$ cat config.mk
export PLATFORM = sky130hd
export DESIGN_NAME = mrb_top
export DESIGN_NICKNAME = d
export VERILOG_FILES = /design/src/hw/mrb_pkg.sv /design/src/hw/mrb_bits.sv /design/src/hw/mrb_top.sv
export SDC_FILE = /design/constraint.sdc
export NUM_CORES = 1
export LEC_CHECK = 0
export BUFFER_PORTS_ARGS = -buffer_cell sky130_fd_sc_hd__buf_2
export CORE_ASPECT_RATIO = 0.7
export CORE_MARGIN = 8
export CORE_UTILIZATION = 56
export CTS_CLUSTER_DIAMETER = 80
export DETAILED_ROUTE_END_ITERATION = 16
export PLACE_DENSITY = 0.89
export SYNTH_ARGS = -nofsm -noshare
export SYNTH_HDL_FRONTEND = slang
export SYNTH_HIERARCHICAL = 1
export SYNTH_SLANG_ARGS = --single-unit
$ cat constraint.sdc
create_clock -name mclk -period 6 [get_ports mclk]
set_input_delay 0.3 -clock mclk [delete_from_list [all_inputs] [get_ports mclk]]
set_output_delay 0.3 -clock mclk [all_outputs]
set_load 0.02 [all_outputs]
$ cat src/hw/mrb_pkg.sv
// mrb_pkg: constants for the management register bit-access bank
// assumes: used by mrb_top and mrb_bits; nothing imported anywhere
package mrb_pkg;
  // ---------------------------------------------------------------
  // access-type encodings per bit
  // ---------------------------------------------------------------
  localparam logic [2:0] ACC_RO = 3'h0; // read-only
  localparam logic [2:0] ACC_RW = 3'h1; // plain read/write
  localparam logic [2:0] ACC_OGW = 3'h2; // override_gated_write
  localparam logic [2:0] ACC_WZO = 3'h3; // write_zero_only
  localparam logic [2:0] ACC_LHE = 3'h4; // latch_high_event
  localparam logic [2:0] ACC_LLE = 3'h5; // latch_low_event
  localparam logic [2:0] ACC_SCT = 3'h6; // self_clearing_trigger
  // ---------------------------------------------------------------
  // default-source encodings per bit
  // ---------------------------------------------------------------
  localparam logic [1:0] DEF_NONE = 2'h0; // no default, cleared to 0
  localparam logic [1:0] DEF_ZERO = 2'h1;
  localparam logic [1:0] DEF_ONE = 2'h2;
  localparam logic [1:0] DEF_PIN = 2'h3; // strap level latched once after reset release
  // ---------------------------------------------------------------
  // geometry
  // ---------------------------------------------------------------
  localparam int REG_W = 16;
  localparam int NUM_REGS = 4;
  localparam int ADDR_W = 2;
  localparam int STRAP_W = 5;
  localparam int STRAP_SEL_W = 3;
  // override control bit: register 0, bit 15 of this bank
  localparam logic [1:0] OVR_REG = 2'h0;
  localparam int OVR_BIT = 15;
  // unmapped read answer
  localparam logic [15:0] UNMAPPED_DATA = 16'hFFFF;
endpackage

$ cat src/hw/mrb_bits.sv
// mrb_bits: one 16-bit register whose bits each follow their own access
// assumes: single clock domain, event and done inputs are synchronous
`timescale 1ns/1ps
`default_nettype none
module mrb_bits #(
  parameter logic [47:0] ACC = 48'h0,
  parameter logic [31:0] DEF = 32'h0,
  parameter logic [47:0] PIN_SEL = 48'h0
)
(
  // clock and reset
  input wire logic mclk,
  input wire logic rst_n,
  // strap sample and reload
  input wire logic [4:0] strap,
  input wire logic strap_load,
  // access strobes
  input wire logic wr,
  input wire logic rd_done,
  input wire logic ovr_en,
  input wire logic [15:0] wdata,
  // monitored signals
  input wire logic [15:0] event_in,
  input wire logic [15:0] done_in,
  // stored value
  output logic [15:0] value
);
  logic [15:0] next_value;
  logic [15:0] def_val;

  // per-bit default value from its encoded source
  always_comb
  begin
    for (int i = 0; i < mrb_pkg::REG_W; i++)
    begin
      unique case (DEF[2*i +: 2])
        mrb_pkg::DEF_ONE: def_val[i] = 1'b1;
        mrb_pkg::DEF_PIN: def_val[i] = strap[PIN_SEL[3*i +: 3]];
        default: def_val[i] = 1'b0;
      endcase
    end
  end

  // per-bit next value, each bit by its own access type
  always_comb
  begin
    next_value = value;
    for (int i = 0; i < mrb_pkg::REG_W; i++)
    begin
      unique case (ACC[3*i +: 3])
        mrb_pkg::ACC_RW:
          if (wr) next_value[i] = wdata[i];
        mrb_pkg::ACC_OGW:
          if (wr && ovr_en) next_value[i] = wdata[i];
        mrb_pkg::ACC_WZO:
          if (wr && !wdata[i]) next_value[i] = 1'b0;
        mrb_pkg::ACC_LHE:
          // the reload after a read wins over the set
          if (rd_done) next_value[i] = event_in[i];
          else if (event_in[i]) next_value[i] = 1'b1;
        mrb_pkg::ACC_LLE:
          if (rd_done) next_value[i] = event_in[i];
          else if (!event_in[i]) next_value[i] = 1'b0;
        mrb_pkg::ACC_SCT:
          if (wr && wdata[i]) next_value[i] = 1'b1;
          else if (done_in[i]) next_value[i] = 1'b0;
        default: next_value[i] = value[i]; // read-only
      endcase
      if (strap_load) next_value[i] = def_val[i];
    end
  end

  // register
  always_ff @(posedge mclk or negedge rst_n)
  begin
    if (!rst_n) value <= 16'h0000;
    else value <= next_value;
  end
endmodule
`default_nettype wire

$ cat src/hw/mrb_top.sv
// mrb_top: management register bank with per-bit access types
// assumes: a frame decoder supplies one-cycle read/write strobes on mclk;
// strap pins and event inputs come from outside and are synchronised here
`timescale 1ns/1ps
`default_nettype none
module mrb_top (
  // clock and reset
  input wire logic mclk,
  input wire logic rstn,
  // register access from the frame decoder
  input wire logic acc_wr,
  input wire logic acc_rd,
  input wire logic [4:0] acc_addr,
  input wire logic [15:0] acc_wdata,
  output logic [15:0] acc_rdata,
  output logic acc_rvalid,
  // strap pins
  input wire logic strap_addr0_indicator_pin,
  input wire logic strap_addr1_indicator_pin,
  input wire logic strap_addr2_indicator_pin,
  input wire logic strap_addr3_indicator_pin,
  input wire logic strap_addr4_indicator_pin,
  // monitored events and trigger completion
  input wire logic [15:0] evt_async,
  input wire logic [15:0] trig_done,
  // register contents to the device
  output logic [15:0] ctrl_q,
  output logic [15:0] cfg_q,
  output logic [15:0] stat_q,
  output logic [15:0] ext_q
);
  // ---------------------------------------------------------------
  // reset release and input synchronisers
  // ---------------------------------------------------------------
  logic [1:0] rst_sync;
  logic rst_n;
  logic [4:0] strap_s1, strap_s2, strap_hold, next_strap_hold;
  logic [15:0] evt_s1, evt_s2;
  logic strap_load, next_strap_load;

  // reset released through two flops
  always_ff @(posedge mclk or negedge rstn)
  begin
    if (!rstn) rst_sync <= 2'h0;
    else rst_sync <= {rst_sync[0], 1'b1};
  end
  assign rst_n = rst_sync[1];

  // two-flop synchronisers for pins and events
  always_ff @(posedge mclk or negedge rst_n)
  begin
    if (!rst_n)
    begin
      strap_s1 <= 5'h00;
      strap_s2 <= 5'h00;
      evt_s1 <= 16'h0000;
      evt_s2 <= 16'h0000;
    end
    else
    begin
      strap_s1 <= {strap_addr4_indicator_pin, strap_addr3_indicator_pin,
        strap_addr2_indicator_pin, strap_addr1_indicator_pin,
        strap_addr0_indicator_pin};
      strap_s2 <= strap_s1;
      evt_s1 <= evt_async;
      evt_s2 <= evt_s1;
    end
  end

  // ---------------------------------------------------------------
  // strap capture after release
  // ---------------------------------------------------------------
  logic [1:0] cap_cnt, next_cap_cnt;

  // wait two cycles for synchronisers, then latch straps once
  always_comb
  begin
    next_cap_cnt = cap_cnt;
    next_strap_hold = strap_hold;
    next_strap_load = 1'b0;
    if (cap_cnt != 2'h3)
    begin
      next_cap_cnt = cap_cnt + 2'h1;
      if (cap_cnt == 2'h2)
      begin
        next_strap_hold = strap_s2;
        next_strap_load = 1'b1;
      end
    end
  end

  always_ff @(posedge mclk or negedge rst_n)
  begin
    if (!rst_n)
    begin
      cap_cnt <= 2'h0;
      strap_hold <= 5'h00;
      strap_load <= 1'b0;
    end
    else
    begin
      cap_cnt <= next_cap_cnt;
      strap_hold <= next_strap_hold;
      strap_load <= next_strap_load;
    end
  end

  // ---------------------------------------------------------------
  // decode
  // ---------------------------------------------------------------
  function automatic logic hit(input logic [4:0] a, input int r);
    hit = (a[4:mrb_pkg::ADDR_W] == '0) &&
      (a[mrb_pkg::ADDR_W-1:0] == r[mrb_pkg::ADDR_W-1:0]);
  endfunction

  logic busy;
  logic ovr_en;
  logic [3:0] wr_sel, rd_sel;
  assign busy = (cap_cnt != 2'h3) || strap_load; // accesses isolated
  assign ovr_en = ctrl_q[mrb_pkg::OVR_BIT];

  // per-register strobes; unmapped writes reach no register, but still consume the override
  always_comb
  begin
    for (int r = 0; r < mrb_pkg::NUM_REGS; r++)
    begin
      wr_sel[r] = acc_wr && !busy && hit(acc_addr, r);
      rd_sel[r] = acc_rd && !busy && hit(acc_addr, r);
    end
  end

  // ---------------------------------------------------------------
  // register 0: override bit (15), rw and trigger bits
  // register 1: override-gated, write-zero-only, read-only bits
  // register 2: latch-high and latch-low event bits
  // register 3: strap-defaulted and fixed-default bits
  // ---------------------------------------------------------------
  logic [15:0] ctrl_wdata;
  logic ovr_ctrl_clr;
  // any register write consumes the override; a write to reg 0 cannot re-arm, as its bit 15 is forced low while armed
  assign ovr_ctrl_clr = acc_wr && !busy && ovr_en;
  always_comb
  begin
    ctrl_wdata = acc_wdata;
    if (ovr_en) ctrl_wdata[mrb_pkg::OVR_BIT] = 1'b0;
  end

  // reg 0 override bit updated by writes; self-cleared on consumption
  logic next_ovr, ovr_q;
  always_comb
  begin
    next_ovr = ovr_q;
    if (wr_sel[0]) next_ovr = ctrl_wdata[mrb_pkg::OVR_BIT];
    else if (ovr_ctrl_clr) next_ovr = 1'b0;
    if (strap_load) next_ovr = 1'b0;
  end

  always_ff @(posedge mclk or negedge rst_n)
  begin
    if (!rst_n) ovr_q <= 1'b0;
    else ovr_q <= next_ovr;
  end

  logic [15:0] r0_low;
  assign ctrl_q = {ovr_q, r0_low[14:0]};

  mrb_bits #(
    .ACC({3'h0, {7{3'h1}}, {8{3'h6}}}),
    .DEF({2'h1, {15{2'h1}}}),
    .PIN_SEL(48'h0)
  ) u_r0 (
    .mclk(mclk), .rst_n(rst_n), .strap(strap_hold),
    .strap_load(strap_load), .wr(wr_sel[0]), .rd_done(1'b0),
    .ovr_en(1'b0), .wdata(ctrl_wdata), .event_in(16'h0000),
    .done_in(trig_done), .value(r0_low)
  );

  mrb_bits #(
    .ACC({{8{3'h2}}, {4{3'h3}}, {4{3'h0}}}),
    .DEF({{8{2'h1}}, {4{2'h2}}, {4{2'h0}}}),
    .PIN_SEL(48'h0)
  ) u_r1 (
    .mclk(mclk), .rst_n(rst_n), .strap(strap_hold),
    .strap_load(strap_load), .wr(wr_sel[1]), .rd_done(1'b0),
    .ovr_en(ovr_en), .wdata(acc_wdata), .event_in(16'h0000),
    .done_in(16'h0000), .value(cfg_q)
  );

  mrb_bits #(
    .ACC({{8{3'h5}}, {8{3'h4}}}),
    .DEF({{8{2'h2}}, {8{2'h1}}}),
    .PIN_SEL(48'h0)
  ) u_r2 (
    .mclk(mclk), .rst_n(rst_n), .strap(strap_hold),
    .strap_load(strap_load), .wr(wr_sel[2]), .rd_done(rd_sel[2]),
    .ovr_en(1'b0), .wdata(acc_wdata), .event_in(evt_s2),
    .done_in(16'h0000), .value(stat_q)
  );

  mrb_bits #(
    .ACC({{11{3'h1}}, {5{3'h1}}}),
    .DEF({{11{2'h1}}, {5{2'h3}}}),
    .PIN_SEL({33'h0, 3'h4, 3'h3, 3'h2, 3'h1, 3'h0})
  ) u_r3 (
    .mclk(mclk), .rst_n(rst_n), .strap(strap_hold),
    .strap_load(strap_load), .wr(wr_sel[3]), .rd_done(1'b0),
    .ovr_en(1'b0), .wdata(acc_wdata), .event_in(16'h0000),
    .done_in(16'h0000), .value(ext_q)
  );

  // ---------------------------------------------------------------
  // read data: registered, one cycle after the strobe
  // ---------------------------------------------------------------
  logic [15:0] next_rdata;
  logic next_rvalid;
  always_comb
  begin
    next_rvalid = acc_rd && !busy;
    unique case (rd_sel)
      4'h1: next_rdata = ctrl_q;
      4'h2: next_rdata = cfg_q;
      4'h4: next_rdata = stat_q; // history value; reload follows
      4'h8: next_rdata = ext_q;
      default: next_rdata = mrb_pkg::UNMAPPED_DATA;
    endcase
  end

  always_ff @(posedge mclk or negedge rst_n)
  begin
    if (!rst_n)
    begin
      acc_rdata <= 16'h0000;
      acc_rvalid <= 1'b0;
    end
    else
    begin
      acc_rdata <= next_rdata;
      acc_rvalid <= next_rvalid;
    end
  end
endmodule
`default_nettype wire

# After elaboration in Yosys (flattened, before gate mapping)
# Index checks and enable logic that the tools add are counted.
# W data, S select, Z words.
# totals
wordCells	269
in_bits	62
register_bits	129
output_inout_bits	81
# op_classes
n_mux	149
n_eq_ne	17
add_sub_neg	1
n_reduce_logical	60
# op_table
cell	count
$mux W1	148
$pmux W16 S4	1
$reduce_bool A3 Y1	17
$logic_and A1 B1 Y1	27
$ne A3 B1 Y1 const B	8
$reduce_bool A2 Y1	7
$eq A2 B2 Y1 const B	3
$logic_not A1 Y1	5
$eq A4 B1 Y1 const B	1
$eq A4 B2 Y1 const B	1
$eq A4 B3 Y1 const B	1
$eq A4 B4 Y1 const B	1
$logic_not A3 Y1	1
$add A2 B1 Y2 const B	1
$eq A2 B1 Y1 const B	1
$logic_not A2 Y1	1
$ne A2 B2 Y1 const B	1
$reduce_and A2 Y1	1
$logic_or A1 B1 Y1	1

# Logic depth before layout (Yosys ltp)
# depth
ltp_word	8
ltp_mapped	8
ltp_nobuf	6

# By module
# The synthesis kept the hierarchy.
# by_module_without_submodules
mod	area_each_um2	cells_each	n_inst
mrb_top	2575.0	171	1
mrb_bits at u_r3	684.4	57	1
mrb_bits at u_r0	639.4	58	1
mrb_bits at u_r2	626.9	58	1
mrb_bits at u_r1	598.1	54	1

# Worst setup path before layout
# OpenSTA, ideal clock, no wires.
# synth_path
path_kind	input -> register
from	in acc_addr[3]
to	reg u_r3.value[10]
t_arrival_ps	1594
t_required_ps	5868
cell_stages	7
setup_time_ps	132
path_slack_ps	4274
path_buffers	3
path_cell_list	nor4b_4 buf_6 and3_1 buf_6 buf_12 mux2i_1 nor2_1
# synth_between
elab_chain_len	4
# synth_lines
item	line	rtl
start: declaration	mrb_top.sv:13	input wire logic [4:0] acc_addr,
$logic_not A3 Y1	mrb_top.sv:112	hit = (a[4:mrb_pkg::ADDR_W] == '0) &&
$logic_and A1 B1 Y1	mrb_top.sv:112	
$logic_and A1 B1 Y1	mrb_top.sv:127	wr_sel[r] = acc_wr && !busy && hit(acc_addr, r);
via wr_sel[3]	mrb_top.sv:118	logic [3:0] wr_sel, rd_sel;
$reduce_bool A2 Y1 (no source line)	--	
end signal: assignment	mrb_bits.sv:77	else value <= next_value;
end: declaration	mrb_bits.sv:26	output logic [15:0] value
# The timed path passes the listed nets, and every way through them passes these cells.
# A chain may end at the register's enable or synchronous reset.

# Worst setup path in the final report
# layout_path
from	reg strap_load
to	reg u_r3.value[1]
# layout_between
elab_chain_len	5
word_cells_on_any_way	6
classes_between	mux: 1; reduce/logical: 5
# layout_lines
item	line	rtl
start: declaration	mrb_top.sv:39	logic strap_load, next_strap_load;
start signal: assignment	mrb_top.sv:104	strap_load <= next_strap_load;
$logic_or A1 B1 Y1	mrb_top.sv:119	assign busy = (cap_cnt != 2'h3) || strap_load;
$logic_not A1 Y1	mrb_top.sv:127	
$logic_and A1 B1 Y1 (2 in a row)	mrb_top.sv:127	
via wr_sel[3]	mrb_top.sv:118	
$reduce_bool A2 Y1 (no source line)	--	
# The timed path passes the listed nets, and every way through them passes these cells.

==> reports/qor.yml <==
critical_path_peak_fanout: 68
met3_length_um: 1024
setup_tns_ns: 0
report.final.setup_viol: 0
p_per_area_mw_per_mm2: 336.5
grt_antenna_before_repair: 0
switchingPower_uw: 567.3
antenna-diode-count: 0
tritoncts.num_buffers: 17
gp_routability_congestion: 0.8274
internal_power_uw: 1633
final_hold_viol_count: 0
postSynthAreaPerCell_um2: 12.94
max_cap_violations: 0
dr.pass1.iters: 5
sequential_share_of_power_pct: 44.2
clk_latency_ns: 0.41
final_layout_size_suffix_gt1_share_pct: 31.84
max_freq_ghz: 0.3521
dieArea_mm2: 0.01247
combPwrFrac_pct: 10.1
cts.htree.levels: 4
detail_route.iter0.violations: 317
reg2regPathDepth: 4
timing.rr.start: "strap_load$_DFF_PN0_"
wire_per_inst_um: 18.33
initial_utilization_pct: 56.90
timing.hold.worst_path_depth: 3
startpoint: "strap_load$_DFF_PN0_"
hold-worst-slack_ns: 0.1507
core_region_area_mm2: 0.008962
netSwitchingFraction_pct: 25.78
cts-root-buf: "sky130_fd_sc_hd__clkbuf_16"
final.period_utilization_pct: 47.33
skew_ns: 0.007030
largest_net_degree_at_the_start_of_global_routing: 80
clock-sinks: 129
drt-vias-per-instance: 5.209
worst_setup_hold_path_clk_slew_ns: 0.06
detail_route.drc_violations: 0
grt_pass1_wl_um: 19950
flow.area_growth_from_synthesis_pct: 28.21
cp-start-kind: "flop"
routed_wirelength_um: 12520
postSynthCellCount: 394
clockPowerShare_pct: 45.7
dpl.hpwl_um: 8484
fin_crit_ns: 2.840
crit_type: "flop to flop"
placedCellCount: 629
worst_ep_required_time_ns: 6.23
groute.usage.overall_pct: 21.28
via_count_of_the_first_global_routing_pass: 3865
maxSlewViolCount: 0
ant_nets: 0
die_height_um: 95.85
top_layer_used: "met4"
vdd_drop_max_v: 0.0002268
slew_headroom_pct: 21.11
grt_overflow: 0
tritoncts: "done"
leakagePower_uw: 0.003146
post_layout_nonfiller_instances: 683
via_count: 3558
status: "finished clean"
rows: 29
netlist_area_mm2: 0.005100
tightest_slew_ns: 1.183
cts.path.max_buffers: 2
cp_data_arrival_time_ns: 3.07
holdCritStartpoint: "trig_done[0]"
critPathCaptureType: "flop"
met2WireLength_um: 6092
io_buffer_count: 130
wl_met1_um: 5226
die_w_um: 130.1
final_nets: 610
min_path_type: "input port to flop"
io-pin-count: 143
rsz0062_at_grt: "no"
synth-warning-count: 6
-- critical path: stages, from the launching register on --
cell,delay (ns)
sky130_fd_sc_hd__dfrtp_2,0.81
sky130_fd_sc_hd__and3b_1,0.44
sky130_fd_sc_hd__and3_1,0.94
sky130_fd_sc_hd__mux2i_1,0.31
sky130_fd_sc_hd__o21ai_0,0.13
-- path summary, 6_finish.rpt --
path / endpoint / slack [ns]
max: u_r3/value[1]$_DFFE_PN0P_ / 3.16
min: u_r0/value[0]$_DFFE_PN0P_ / 0.15
max reg2reg: u_r3/value[1]$_DFFE_PN0P_ / 3.16
min reg2reg: evt_s2[12]$_DFF_PN0_ / 0.34
max in group asynchronous: strap_load$_DFF_PN0_ / 4.29
min in group asynchronous: rst_sync[1]$_DFF_PN0_ / 0.21
-- power by group through the flow --
stage	sequential, uW	combinational [uW]	clock (uW)
floorplan	1030	76.1	0
global placement	982	206	0
CTS	974	223	1020
finish	973	222	1010
global route	982	239	1060
detailed placement	988	211	0
-- through the flow --
step | power, uW | instance area (um2) | utilization, % | worst slack [ns]
after floorplan | 1107 | 5111 | - | 2.140
after global placement | 1188 | 5733 | 63.97 | 3.285
after detailed placement | 1200 | 5733 | 63.97 | 3.185
after CTS | 2214 | 6539 | 72.96 | 3.170
after global routing | 2283 | 6539 | 72.96 | 3.039
final | 2201 | 6539 | 72.96 | 3.160
-- layout by cell type, fill, tap and decap left out, types with 2 or more instances in the layout --
cell type and count:
sky130_fd_sc_hd__a22o_1 16, sky130_fd_sc_hd__nand2_1 31, sky130_fd_sc_hd__a21oi_2 2, sky130_fd_sc_hd__a21oi_1 22, sky130_fd_sc_hd__o21ai_0 12, sky130_fd_sc_hd__clkinv_4 3
sky130_fd_sc_hd__buf_2 130, sky130_fd_sc_hd__nor2_1 20, sky130_fd_sc_hd__buf_4 5, sky130_fd_sc_hd__dfrtp_1 127, sky130_fd_sc_hd__inv_1 10, sky130_fd_sc_hd__clkinvlp_4 3
sky130_fd_sc_hd__clkbuf_16 17, sky130_fd_sc_hd__and3_1 2, sky130_fd_sc_hd__ha_1 2, sky130_fd_sc_hd__o21ai_1 2, sky130_fd_sc_hd__a21bo_1 8, sky130_fd_sc_hd__dlygate4sd3_1 22
sky130_fd_sc_hd__mux2_2 5, sky130_fd_sc_hd__nand3_1 8, sky130_fd_sc_hd__bufinv_16 2, sky130_fd_sc_hd__clkinv_2 2, sky130_fd_sc_hd__mux2i_1 55, sky130_fd_sc_hd__a21o_1 4
sky130_fd_sc_hd__and3b_1 3, sky130_fd_sc_hd__conb_1 5, sky130_fd_sc_hd__nand2b_1 28, sky130_fd_sc_hd__inv_6 3
-- registers in the layout (all words and copies together), names as in the netlist, 12 cells and up --
name,cells
u_r1/value,12
acc_rdata,16
evt_s2,16
u_r0/value,15
u_r2/value,16
u_r3/value,16
evt_s1,16
-- what timing repair did --
item	CTS	global route
endpoints found under the hold margin	23	0
buffers inserted	0	0
gates resized for setup	0	0
hold buffers	22	0
-- final cells by class --
class,count,area [um2]
clock buffers,18,429.2
clock inverters,14,156.4
fillers,607,2424
inverters,10,37.54
multi-input cells,231,1619
flip-flops and latches,129,3233
well taps,124,155.1
repair buffers,157,908.4
-- routing by layer --
layer	global-route usage (%)	vias up
met5	0	-
met4	8.277	0
met3	7.360	18
met2	33.48	148
met1	26.86	1758
li1	-	1634
Power figures use the tool's default switching activity.
